**config.mk**
```make
export PLATFORM = sky130hd
export DESIGN_NAME = eprom_host
export DESIGN_NICKNAME = d
export VERILOG_FILES = /design/src/eprom_host_pkg.sv /design/src/eprom_host.sv
export SDC_FILE = /design/constraint.sdc
export NUM_CORES = 1
export LEC_CHECK = 0
export ABC_CLOCK_PERIOD_IN_PS = 6100
export BUFFER_PORTS_ARGS = -buffer_cell sky130_fd_sc_hd__buf_2
export CORE_MARGIN = 5
export CORE_UTILIZATION = 55
export DETAILED_ROUTE_END_ITERATION = 6
export GPL_TIMING_DRIVEN = 0
export HOLD_SLACK_MARGIN = 0.02
export PLACE_DENSITY_LB_ADDON = 0.05
export SYNTH_ARGS = -nofsm -noshare
export SYNTH_HDL_FRONTEND = slang
export SYNTH_SLANG_ARGS = --single-unit
```
**constraint.sdc**
```tcl
create_clock -name i_clk_sys -period 6.1 [get_ports i_clk_sys]
set_clock_uncertainty 0.2 [all_clocks]
set_input_delay 0.305 -clock i_clk_sys [delete_from_list [all_inputs] [get_ports i_clk_sys]]
set_output_delay 0.305 -clock i_clk_sys [all_outputs]
set_load 0.03 [all_outputs]
```
**src/eprom_host_pkg.sv**
```systemverilog
// Constants for the EPROM programmer/reader controller.
// Assumes a 20 MHz system clock; times are converted to cycles here.
package eprom_host_pkg;
    // ========================================================
    // Geometry
    localparam int ADDR_W = 15;
    localparam int DATA_W = 8;
    localparam int MEM_BYTES = 32768;
    // ========================================================
    // Timing
    localparam int CLK_HZ = 20_000_000;
    localparam int CLK_NS = 50;
    localparam int PULSE_US = 100;
    localparam int PULSE_CYC = (PULSE_US * 1000) / CLK_NS;
    localparam int ACCESS_NS = 200;
    localparam int ACCESS_CYC = (ACCESS_NS + CLK_NS - 1) / CLK_NS;
    localparam int SETUP_NS = 100;
    localparam int SETUP_CYC = (SETUP_NS + CLK_NS - 1) / CLK_NS;
    localparam int MAX_PULSES = 25;
    localparam int CNT_W = 12;
    localparam logic [CNT_W-1:0] PULSE_CNT = CNT_W'(PULSE_CYC);
    localparam logic [CNT_W-1:0] ACCESS_CNT = CNT_W'(ACCESS_CYC);
    localparam logic [CNT_W-1:0] SETUP_CNT = CNT_W'(SETUP_CYC);
    localparam logic [CNT_W-1:0] CNT_ONE = 12'h001;
    localparam logic [CNT_W-1:0] CNT_ZERO = 12'h000;
    localparam logic [4:0] TRIES_MAX = 5'(MAX_PULSES);
    // ========================================================
    // Commands
    localparam logic [1:0] CMD_READ = 2'h0;
    localparam logic [1:0] CMD_PROG = 2'h1;
    localparam logic [1:0] CMD_IDENT = 2'h2;
    localparam logic [ADDR_W-1:0] ADDR_ZERO = 15'h0000;
    localparam logic [DATA_W-1:0] DATA_ZERO = 8'h00;
    localparam logic [DATA_W-1:0] BLANK_BYTE = 8'hFF;
endpackage

```
**src/eprom_host.sv**
```systemverilog
// Host controller that reads, programs and identifies a 32K x 8 EPROM.
// Assumes external level shifters turn o_vpp_high / o_sig_high into the
// program supply and identification voltage on the memory pins.
//
// Function
// - Program with high supply, gate high and a low select pulse, all eight bits driven.
// - Each byte other than FF gets fixed-width pulses, each followed by a verify, until it reads correct or 25 pulses are spent.
// - No extra pulse follows a byte that verified correctly.
// - Parallel devices may share all inputs except select.
// - Each programmed location is read back in verify mode.
// - Identification is requested with the signature line at high voltage, both enables low.
// - During identification all other address lines are held low.
// - Select is decoded per device and output gate follows the read strobe; this host has one undecoded o_sel_n and drives o_gate_n from its own sequencer.
`timescale 1ns/1ps
module eprom_host (
    input wire logic i_clk_sys,
    input wire logic i_nrst,
    input wire logic i_start,
    input wire logic [1:0] i_cmd,
    input wire logic [14:0] i_addr,
    input wire logic [7:0] i_wdata,
    input wire logic [7:0] i_data_lines,
    output logic o_busy,
    output logic o_done,
    output logic o_fail,
    output logic [7:0] o_rdata,
    output logic [14:0] o_address_lines,
    output logic [7:0] o_data_lines,
    output logic o_data_lines_oe_n,
    output logic o_sel_n,
    output logic o_gate_n,
    output logic o_vpp_high,
    output logic o_sig_high
);
    typedef enum logic [3:0] {
        ST_IDLE, ST_RD_WAIT, ST_ID_SETUP, ST_PG_SETUP, ST_PG_PULSE,
        ST_PG_GAP, ST_VF_WAIT, ST_FINISH
    } state_e;

    state_e state_reg, state_next;
    logic [11:0] cnt_reg, cnt_next;
    logic [4:0] tries_reg, tries_next;
    logic [7:0] din_s1_reg, din_reg;
    logic busy_reg, busy_next, done_reg, done_next, fail_reg, fail_next;
    logic [7:0] rdata_reg, rdata_next, wdata_reg, wdata_next;
    logic [14:0] addr_reg, addr_next;
    logic [7:0] dout_reg, dout_next;
    logic doe_n_reg, doe_n_next, sel_n_reg, sel_n_next;
    logic gate_n_reg, gate_n_next, vpp_reg, vpp_next, sig_reg, sig_next;

    // ========================================================
    // Pin synchroniser: the data bus is asynchronous to i_clk_sys
    always_ff @(posedge i_clk_sys or negedge i_nrst) begin
        if (!i_nrst) begin
            din_s1_reg <= eprom_host_pkg::DATA_ZERO;
            din_reg <= eprom_host_pkg::DATA_ZERO;
        end else begin
            din_s1_reg <= i_data_lines;
            din_reg <= din_s1_reg;
        end
    end

    // ========================================================
    // Sequencer next state
    always_comb begin
        state_next = state_reg;
        cnt_next = cnt_reg;
        tries_next = tries_reg;
        busy_next = busy_reg;
        done_next = 1'b0;
        fail_next = fail_reg;
        rdata_next = rdata_reg;
        wdata_next = wdata_reg;
        addr_next = addr_reg;
        dout_next = dout_reg;
        doe_n_next = doe_n_reg;
        sel_n_next = sel_n_reg;
        gate_n_next = gate_n_reg;
        vpp_next = vpp_reg;
        sig_next = sig_reg;
        if (cnt_reg != eprom_host_pkg::CNT_ZERO) begin
            cnt_next = cnt_reg - eprom_host_pkg::CNT_ONE;
        end
        case (state_reg)
            ST_IDLE: begin
                // Idle: memory in standby, bus floating, safe supplies
                sel_n_next = 1'b1;
                gate_n_next = 1'b1;
                doe_n_next = 1'b1;
                vpp_next = 1'b0;
                sig_next = 1'b0;
                busy_next = 1'b0;
                if (i_start) begin
                    busy_next = 1'b1;
                    fail_next = 1'b0;
                    tries_next = 5'h00;
                    wdata_next = i_wdata;
                    addr_next = i_addr;
                    case (i_cmd)
                        eprom_host_pkg::CMD_PROG: begin
                            // A byte of all ones needs no pulse at all
                            if (i_wdata == eprom_host_pkg::BLANK_BYTE) begin
                                state_next = ST_FINISH;
                            end else begin
                                vpp_next = 1'b1;
                                dout_next = i_wdata;
                                doe_n_next = 1'b0;
                                cnt_next = eprom_host_pkg::SETUP_CNT;
                                state_next = ST_PG_SETUP;
                            end
                        end
                        eprom_host_pkg::CMD_IDENT: begin
                            // Only signature and byte select lines may be set
                            addr_next = {14'h0000, i_addr[0]};
                            sig_next = 1'b1;
                            cnt_next = eprom_host_pkg::SETUP_CNT;
                            state_next = ST_ID_SETUP;
                        end
                        default: begin
                            sel_n_next = 1'b0;
                            gate_n_next = 1'b0;
                            cnt_next = eprom_host_pkg::ACCESS_CNT;
                            state_next = ST_RD_WAIT;
                        end
                    endcase
                end
            end
            ST_ID_SETUP: begin
                // Let the high voltage settle before enabling outputs
                if (cnt_reg == eprom_host_pkg::CNT_ZERO) begin
                    sel_n_next = 1'b0;
                    gate_n_next = 1'b0;
                    cnt_next = eprom_host_pkg::ACCESS_CNT;
                    state_next = ST_RD_WAIT;
                end
            end
            ST_RD_WAIT: begin
                // Access count includes the two sync stages; pins sampled 3 cycles after gate low
                if (cnt_reg == eprom_host_pkg::CNT_ZERO) begin
                    rdata_next = din_reg;
                    state_next = ST_FINISH;
                end
            end
            ST_PG_SETUP: begin
                if (cnt_reg == eprom_host_pkg::CNT_ZERO) begin
                    sel_n_next = 1'b0;
                    tries_next = tries_reg + 5'h01;
                    cnt_next = eprom_host_pkg::PULSE_CNT;
                    state_next = ST_PG_PULSE;
                end
            end
            ST_PG_PULSE: begin
                // Fixed width pulse; select goes high to end it
                if (cnt_reg == eprom_host_pkg::CNT_ZERO) begin
                    sel_n_next = 1'b1;
                    doe_n_next = 1'b1;
                    cnt_next = eprom_host_pkg::SETUP_CNT;
                    state_next = ST_PG_GAP;
                end
            end
            ST_PG_GAP: begin
                // Bus released before gate goes low: avoids contention
                if (cnt_reg == eprom_host_pkg::CNT_ZERO) begin
                    gate_n_next = 1'b0;
                    cnt_next = eprom_host_pkg::ACCESS_CNT;
                    state_next = ST_VF_WAIT;
                end
            end
            ST_VF_WAIT: begin
                if (cnt_reg == eprom_host_pkg::CNT_ZERO) begin
                    gate_n_next = 1'b1;
                    rdata_next = din_reg;
                    if (din_reg == wdata_reg) begin
                        state_next = ST_FINISH;
                    end else if (tries_reg >= eprom_host_pkg::TRIES_MAX) begin
                        fail_next = 1'b1;
                        state_next = ST_FINISH;
                    end else begin
                        doe_n_next = 1'b0;
                        cnt_next = eprom_host_pkg::SETUP_CNT;
                        state_next = ST_PG_SETUP;
                    end
                end
            end
            ST_FINISH: begin
                sel_n_next = 1'b1;
                gate_n_next = 1'b1;
                doe_n_next = 1'b1;
                vpp_next = 1'b0;
                sig_next = 1'b0;
                busy_next = 1'b0;
                done_next = 1'b1;
                state_next = ST_IDLE;
            end
            default: begin
                state_next = ST_IDLE;
            end
        endcase
    end

    // ========================================================
    // Sequencer registers
    always_ff @(posedge i_clk_sys or negedge i_nrst) begin
        if (!i_nrst) begin
            state_reg <= ST_IDLE;
            cnt_reg <= eprom_host_pkg::CNT_ZERO;
            tries_reg <= 5'h00;
            busy_reg <= 1'b0;
            done_reg <= 1'b0;
            fail_reg <= 1'b0;
            rdata_reg <= eprom_host_pkg::DATA_ZERO;
            wdata_reg <= eprom_host_pkg::DATA_ZERO;
            addr_reg <= eprom_host_pkg::ADDR_ZERO;
            dout_reg <= eprom_host_pkg::DATA_ZERO;
            doe_n_reg <= 1'b1;
            sel_n_reg <= 1'b1;
            gate_n_reg <= 1'b1;
            vpp_reg <= 1'b0;
            sig_reg <= 1'b0;
        end else begin
            state_reg <= state_next;
            cnt_reg <= cnt_next;
            tries_reg <= tries_next;
            busy_reg <= busy_next;
            done_reg <= done_next;
            fail_reg <= fail_next;
            rdata_reg <= rdata_next;
            wdata_reg <= wdata_next;
            addr_reg <= addr_next;
            dout_reg <= dout_next;
            doe_n_reg <= doe_n_next;
            sel_n_reg <= sel_n_next;
            gate_n_reg <= gate_n_next;
            vpp_reg <= vpp_next;
            sig_reg <= sig_next;
        end
    end

    assign o_busy = busy_reg;
    assign o_done = done_reg;
    assign o_fail = fail_reg;
    assign o_rdata = rdata_reg;
    assign o_address_lines = addr_reg;
    assign o_data_lines = dout_reg;
    assign o_data_lines_oe_n = doe_n_reg;
    assign o_sel_n = sel_n_reg;
    assign o_gate_n = gate_n_reg;
    assign o_vpp_high = vpp_reg;
    assign o_sig_high = sig_reg;

    // ========================================================
    // Checks
    a_pulse_gate_high: assert property (@(posedge i_clk_sys) disable iff (!i_nrst)
        (vpp_reg && !sel_n_reg) |-> (gate_n_reg && !doe_n_reg))
        else $error("program pulse without gate high and data driven");
    a_no_contention: assert property (@(posedge i_clk_sys) disable iff (!i_nrst)
        !gate_n_reg |-> doe_n_reg)
        else $error("host drives bus while memory output gated on");
    a_pulse_width: assert property (@(posedge i_clk_sys) disable iff (!i_nrst)
        $fell(sel_n_reg) && vpp_reg |-> !sel_n_reg [*8])
        else $error("program pulse too short");
    a_verify_select: assert property (@(posedge i_clk_sys) disable iff (!i_nrst)
        (vpp_reg && !gate_n_reg) |-> sel_n_reg)
        else $error("verify with select low");
    a_ident_addr: assert property (@(posedge i_clk_sys) disable iff (!i_nrst)
        sig_reg |-> (addr_reg[14:1] == 14'h0000))
        else $error("address lines not low in identification");
    a_ident_no_vpp: assert property (@(posedge i_clk_sys) disable iff (!i_nrst)
        sig_reg |-> !vpp_reg && doe_n_reg)
        else $error("identification with program supply or bus driven");
    a_verify_stop: assert property (@(posedge i_clk_sys) disable iff (!i_nrst)
        (state_reg == ST_VF_WAIT && cnt_reg == eprom_host_pkg::CNT_ZERO &&
        din_reg == wdata_reg)
        |=> state_reg == ST_FINISH ##1 done_reg)
        else $error("pulse after good verify");
    a_read_access: assert property (@(posedge i_clk_sys) disable iff (!i_nrst)
        $fell(gate_n_reg) && !vpp_reg |-> !gate_n_reg [*4])
        else $error("read sampled before access delay");
    a_idle_standby: assert property (@(posedge i_clk_sys) disable iff (!i_nrst)
        !busy_reg && !done_reg |-> sel_n_reg && doe_n_reg)
        else $error("memory selected while idle");
endmodule // eprom_host

```
==> out/metrics.cfg, run 1 <==
[global_route]
antenna_found_initial=0
grt_pass1_wl_um=16300
track_usage_pct=24.0
overflow=0
grt_pass1_vias=3318
grt_max_degree=65

[clock_network]
cts.clk_slew.worst_paths_ns=0.08
cts-root-buf=clkbuf_8
cts_inserted_buffers=9
clock_path_buffers=2
clkSinkCount=83
cts_tree=yes
clkLatencyLatePin_ns=0.35
cts_max_level=3
cts_resized=0

[final_layout]
drive_gt1_share_pct=24.8
areaGrowthSynthToFinish_pct=27.0
largest_reg_flops=15
layout_common_cells=dfrtp_1, buf_2, nand2_1
num_antenna_cells=0
stdcell_count=604
final_nets=546
final_common_cell=dfrtp_1

[logic_synthesis]
ys_warn_count=0
postSynthCellCount=387
synth_ff_type=dfrtp_1
synth-edff-count=0
synth.distinct_cells=58
yosys-top-cells-area=dfrtp_1, nand2_1, mux2_2
synth_area_mm2=0.00390
synth_top_area_share_pct=51.3
ys_async_sr_fraction_pct=100
synth_nets=429
yosysTopAreaCell=dfrtp_1
ys_ff_latch=83
seq_area_frac_synth_pct=53.3
synth_area_per_cell_um2=10.1

[timing]
whs_ns=0.0247
setup_viol=0
relSlewSlack_pct=46.1
hold_violations=0
worst_pin_slew_ns=0.800
layout_setup_ws_ns=2.88
drv_slew=0
fmax_mhz=311
rsz0062_at_grt=no
period_share_pct=52.8
tns_ns=0
fin_crit_ns=3.22

[hold_path]
hold-path-cell-count=3
min_path_type=in2reg

[power_and_ir_drop]
leakagePower_nw=2.36
p_per_area_mw_per_mm2=218
ir_drop_mv=0.171
p_total_mw=1.08

[worst_setup_path]
endpoint_kind=register
path_max_fanout=10
setup.worst_path.class=reg2reg
start_kind=register
ff2ff_path_depth=10
critical_path_arrival_ns=3.29
cp.required_ns=6.17

[routing]
drt-total-wl_um=9700
post_drt_wl_per_cell_um=16.1
postRouteAntennaNets=0
drt-initial-drc-count=130
drc=0
dr.pass1.iters=5
via_count=3345
vias_per_cell=5.54

[die]
dieArea_mm2=0.00888
num_io_pins=75
rows=30
die_w_um=94.2
core_mm2=0.00683
die_h_um=94.2
start_util_pct=57.1

[flow_run]
maxCapViolations=0

[placed_design]
place_congestion=0.945
post-place-ws_ns=2.91
port_buffers=74
hpwl_um=6770
dp_cells=558

[outcome]
status=finished clean

==> what timing repair did <==
action	4_1_cts	5_1_grt
hold buffers	31	0
setup endpoints to repair	0	0
endpoints found under the hold margin	120	0
buffers inserted	0	0
==> cell type report <==
cell class / instances / area, um2
Sequential cell: 83 / 2080
Fill cell: 509 / 1880
Multi-Input combinational cell: 273 / 1670
Timing Repair Buffer: 106 / 711
Clock buffer: 10 / 138
Tap cell: 96 / 120
Buffer: 19 / 103
Clock inverter: 5 / 85.1
Inverter: 12 / 45.0
==> synthesized netlist by cell type, types with 3 or more instances <==
library cell  instances
nor3_1               11
clkbuf_1             10
dfstp_2               3
xor2_1                4
a22o_1                3
nand2b_1             18
buf_2                 4
or4_1                 3
xnor2_1              10
mux2_2               16
nand3_1              10
nor4_1                6
nand2_1              67
a21oi_1              16
o21ai_0              30
nor2_1               16
nand4_1               8
a31oi_1               7
o221ai_1              3
ha_1                  6
dfrtp_1              80
inv_1                11
==> critical path, stage by stage, from the launching register on <==
cell      delay, ns
dfrtp_1        0.41
inv_1          0.10
ha_1           0.22
or3b_2         0.45
clkbuf_1       0.19
nor3_4         0.24
inv_2          0.12
buf_2          0.21
ha_1           0.30
or4_1          0.51
o221ai_1       0.17
==> kinds of logic (layout without fill, tap and decap cells) <==
group	Yosys count	in the layout	synth area share, %
adder cells (fa/ha/maj)	7	7	2.18
AO/OA/AOI/OAI	82	82	13.4
multiplexers	17	17	4.87
buffers and inverters	31	152	3.78
XOR/XNOR	14	14	3.14
flip-flops	83	83	53.3
AND/OR/NAND/NOR	153	153	19.3
==> where the power goes <==
group	internal (mW)	switching, mW	leakage (nW)
clock network	0.242	0.202	0.109
registers	0.560	0.00650	1.02
logic	0.0353	0.0340	1.23
total	0.837	0.242	2.36
==> metrics by stage <==
stage                     utilization, %  cell area [um2]
final                               72.5             4960
after global routing                72.5             4960
after CTS                           72.5             4960
after detailed placement            64.7             4420
after global placement              64.3             4390
after floorplan                        -             3900
==> path summary, 6_finish.rpt <==
path / startpoint / end / slack (ns)
worst min-delay path: i_addr[8] / o_address_lines[8]$_DFFE_PN0P_ / 0.02
max in group asynchronous: i_nrst / o_data_lines_oe_n$_DFFE_PN1P_ / 4.91
worst max-delay path: cnt_reg[0]$_DFF_PN0_ / cnt_reg[0]$_DFF_PN0_ / 2.88
worst max register to register: cnt_reg[0]$_DFF_PN0_ / cnt_reg[0]$_DFF_PN0_ / 2.88
worst min register to register: din_s1_reg[0]$_DFF_PN0_ / din_reg[0]$_DFF_PN0_ / 0.15
min in group asynchronous: i_nrst / o_address_lines[5]$_DFFE_PN0P_ / 0.16
==> metal layers <==
metal  wire [um]  track usage (%)  vias up
met5           0                0        -
met1        4090             30.9     1598
met2        4900             39.8      135
li1            -                -     1596
met4         179             10.1        0
met3         530             4.17       16
(Power assumes the default switching activity.)
==> inputs of run 2 (changes only) <==
ABC_CLOCK_PERIOD_IN_PS = 2800   (was 6100)
CORE_UTILIZATION = 50   (was 55)
clock period = 2.8 ns   (was 6.1 ns; I/O delays follow)
==> run 2 against run 1 <==
Compared with the run above:
- flip-flop and latch count is the same
- global-route usage shrank 3.0 points
- largest cell class unchanged
- setup slack lost 2.8 ns
- sequential power grew 120%
- fmax grew 20%
- final cell count grew 2.8%
- clock power grew 95%
- die area grew 8.9%
- wire length shrank 0.24%
- sequential share of layout area shrank 0.99 points
- first-iteration DRC count grew 18%
- critical endpoint unchanged
==> out/metrics.cfg, run 2 (synthesis results as in run 1) <==
[die]
start_util_pct=51.0
core_mm2=0.00765
num_io_pins=75
rows=32
die_h_um=98.3
dieArea_mm2=0.00967
die_w_um=98.3

[worst_setup_path]
path_max_fanout=10
start_kind=register
ff2ff_path_depth=10
worstPathCellList=inv_2 -> ha_4 -> or3b_4 -> clkbuf_8 -> nor3_4 -> inv_2 -> buf_6 -> ha_4 -> or4_4 -> o221ai_2
cp.required_ns=2.87
rrSetupSlack_ns=0.11
crit_family=simple AND/OR/NAND/NOR gates
endpoint_kind=register
crit_buf_inv=4
max_stage_delay_ns=0.52
timing.rr.start=cnt_reg[0]$_DFF_PN0_
slowest_stage=or4_4
critical_path_arrival_ns=2.76
r2r-end=cnt_reg[0]$_DFF_PN0_
setup.worst_path.class=reg2reg

[final_layout]
num_antenna_cells=0
largest_reg_flops=15
stdcell_count=621
nFillCells=634
final_nets=556
areaGrowthSynthToFinish_pct=30.1
ff_latch_area_mm2=0.00208
drive_gt1_share_pct=27.2
final_common_cell=dfrtp_1
layout_common_cells=dfrtp_1, buf_2, nand2_1
multiInputGateArea_mm2=0.00171

[power_and_ir_drop]
leakagePower_nw=2.41
p_seq_share_pct=54.8
intPower_mw=1.65
clkPwrFrac_pct=38.4
p_comb_share_pct=6.8
p_per_area_mw_per_mm2=444
power.switching_mw=0.598
ir_drop_mv=0.406
p_sw_share_pct=26.6

[global_route]
grt_max_degree=67
grt_pass1_vias=3452
overflow=0
track_usage_pct=21.0
grt_pass1_wl_um=16500
antenna_found_initial=0

[timing]
hold_violations=0
setup_viol=0
relSlewSlack_pct=48.7
rsz0062_at_grt=no
period_share_pct=96.1
fmax_mhz=372
worst_pin_slew_ns=0.763
drv_slew=0
fin_crit_ns=2.69
tns_ns=0

[placed_design]
port_buffers=74
dp_cells=564
hpwl_um=6860
place_congestion=0.908

[clock_network]
cts_inserted_buffers=9
cts_tree=yes
cts.clk_slew.worst_paths_ns=0.10
cts-root-buf=clkbuf_8
clkLatencyLatePin_ns=0.36
clkSinkCount=83
clock_path_buffers=2
cts_max_level=3

[routing]
dr.pass1.iters=4
drt-initial-drc-count=154
post_drt_wl_per_cell_um=15.6
vias_per_cell=5.43
drt-total-wl_um=9680
drc=0
via_count=3371
postRouteAntennaNets=0

[outcome]
status=finished clean

[hold_path]
min_path_type=in2async

[flow_run]
maxCapViolations=0

==> run 2: changes by cell type in the layout (fill, tap and decap cells not counted), moves of 2 or more <==
cell,change
ha_4,+2
buf_4,+7
bufinv_16,-2
inv_8,+3
dlygate4sd3_1,+3
ha_1,-2
==> run 2: final cells by class <==
cell class                 count  area share [%]
timing repair buffer         116            15.6
sequential                    83            41.0
inverter                      12           0.887
buffer                        19            2.34
clock inverter                 7            1.50
multi-input combinational    273            33.7
clock buffer                   9            2.44
tap                          102            2.51
==> run 2: power groups by stage <==
stage               sequential [mW]  combinational, mW  clock (mW)
floorplan                      1.26             0.0392           0
finish                         1.24              0.153       0.865
global placement               1.26              0.111           0
detailed placement             1.26              0.118           0
global route                   1.24              0.173       0.940
CTS                            1.24              0.156       0.882
==> run 2: how the worst max path moves through the flow <==
| stage | end | startpoint | slack (ns) | cells past startpoint |
|---|---|---|---|---|
| finish | cnt_reg[0]$_DFF_PN0_ | cnt_reg[0]$_DFF_PN0_ | 0.11 | 10 |
| CTS | cnt_reg[0]$_DFF_PN0_ | cnt_reg[0]$_DFF_PN0_ | 0.01 | 10 |
| detailed placement | cnt_reg[0]$_DFF_PN0_ | cnt_reg[1]$_DFF_PN0_ | -0.11 | 10 |
| global route | cnt_reg[0]$_DFF_PN0_ | cnt_reg[0]$_DFF_PN0_ | 0.004 | 10 |
| global placement | cnt_reg[0]$_DFF_PN0_ | cnt_reg[1]$_DFF_PN0_ | -0.07 | 10 |
| floorplan | cnt_reg[0]$_DFF_PN0_ | cnt_reg[0]$_DFF_PN0_ | 0.07 | 10 |
==> run 2: metal layers <==
| layer | share of wire, % | track usage, % |
|---|---|---|
| met1 | 43 | 26.8 |
| met2 | 50 | 35.6 |
| met3 | 4.3 | 4.00 |
| met4 | 2.3 | 7.35 |
| met5 | 0 | 0 |
==> run 2: per-stage QoR <==
| stage | util, % | instance area (um2) | setup WS, ns | total power, mW | hold slack [ns] |
|---|---|---|---|---|---|
| after global routing | 66.4 | 5080 | 0.00412 | 2.35 | 0.0889 |
| after CTS | 66.0 | 5050 | 0.0121 | 2.27 | 0.0842 |
| after global placement | 58.0 | 4430 | -0.0712 | 1.37 | 0.0473 |
| after floorplan | - | 3930 | 0.0701 | 1.30 | -0.356 |
| final | 66.4 | 5080 | 0.109 | 2.25 | 0.0855 |
| after detailed placement | 58.3 | 4460 | -0.105 | 1.38 | -0.168 |
==> run 2: repair_timing <==
action                                 CTS  global route
pin swaps                                1             1
gates resized for setup                  1             3
setup endpoints to repair                1             1
endpoints found under the hold margin  123             0
buffers inserted                         6             1
hold buffers                            34             0
==> run 2: worst reg2reg max path, stage by stage (launching register included) <==
cell,delay [ns]
dfrtp_1,0.39
inv_2,0.08
ha_4,0.14
or3b_4,0.37
clkbuf_8,0.16
nor3_4,0.18
inv_2,0.07
buf_6,0.15
ha_4,0.22
or4_4,0.52
o221ai_2,0.13
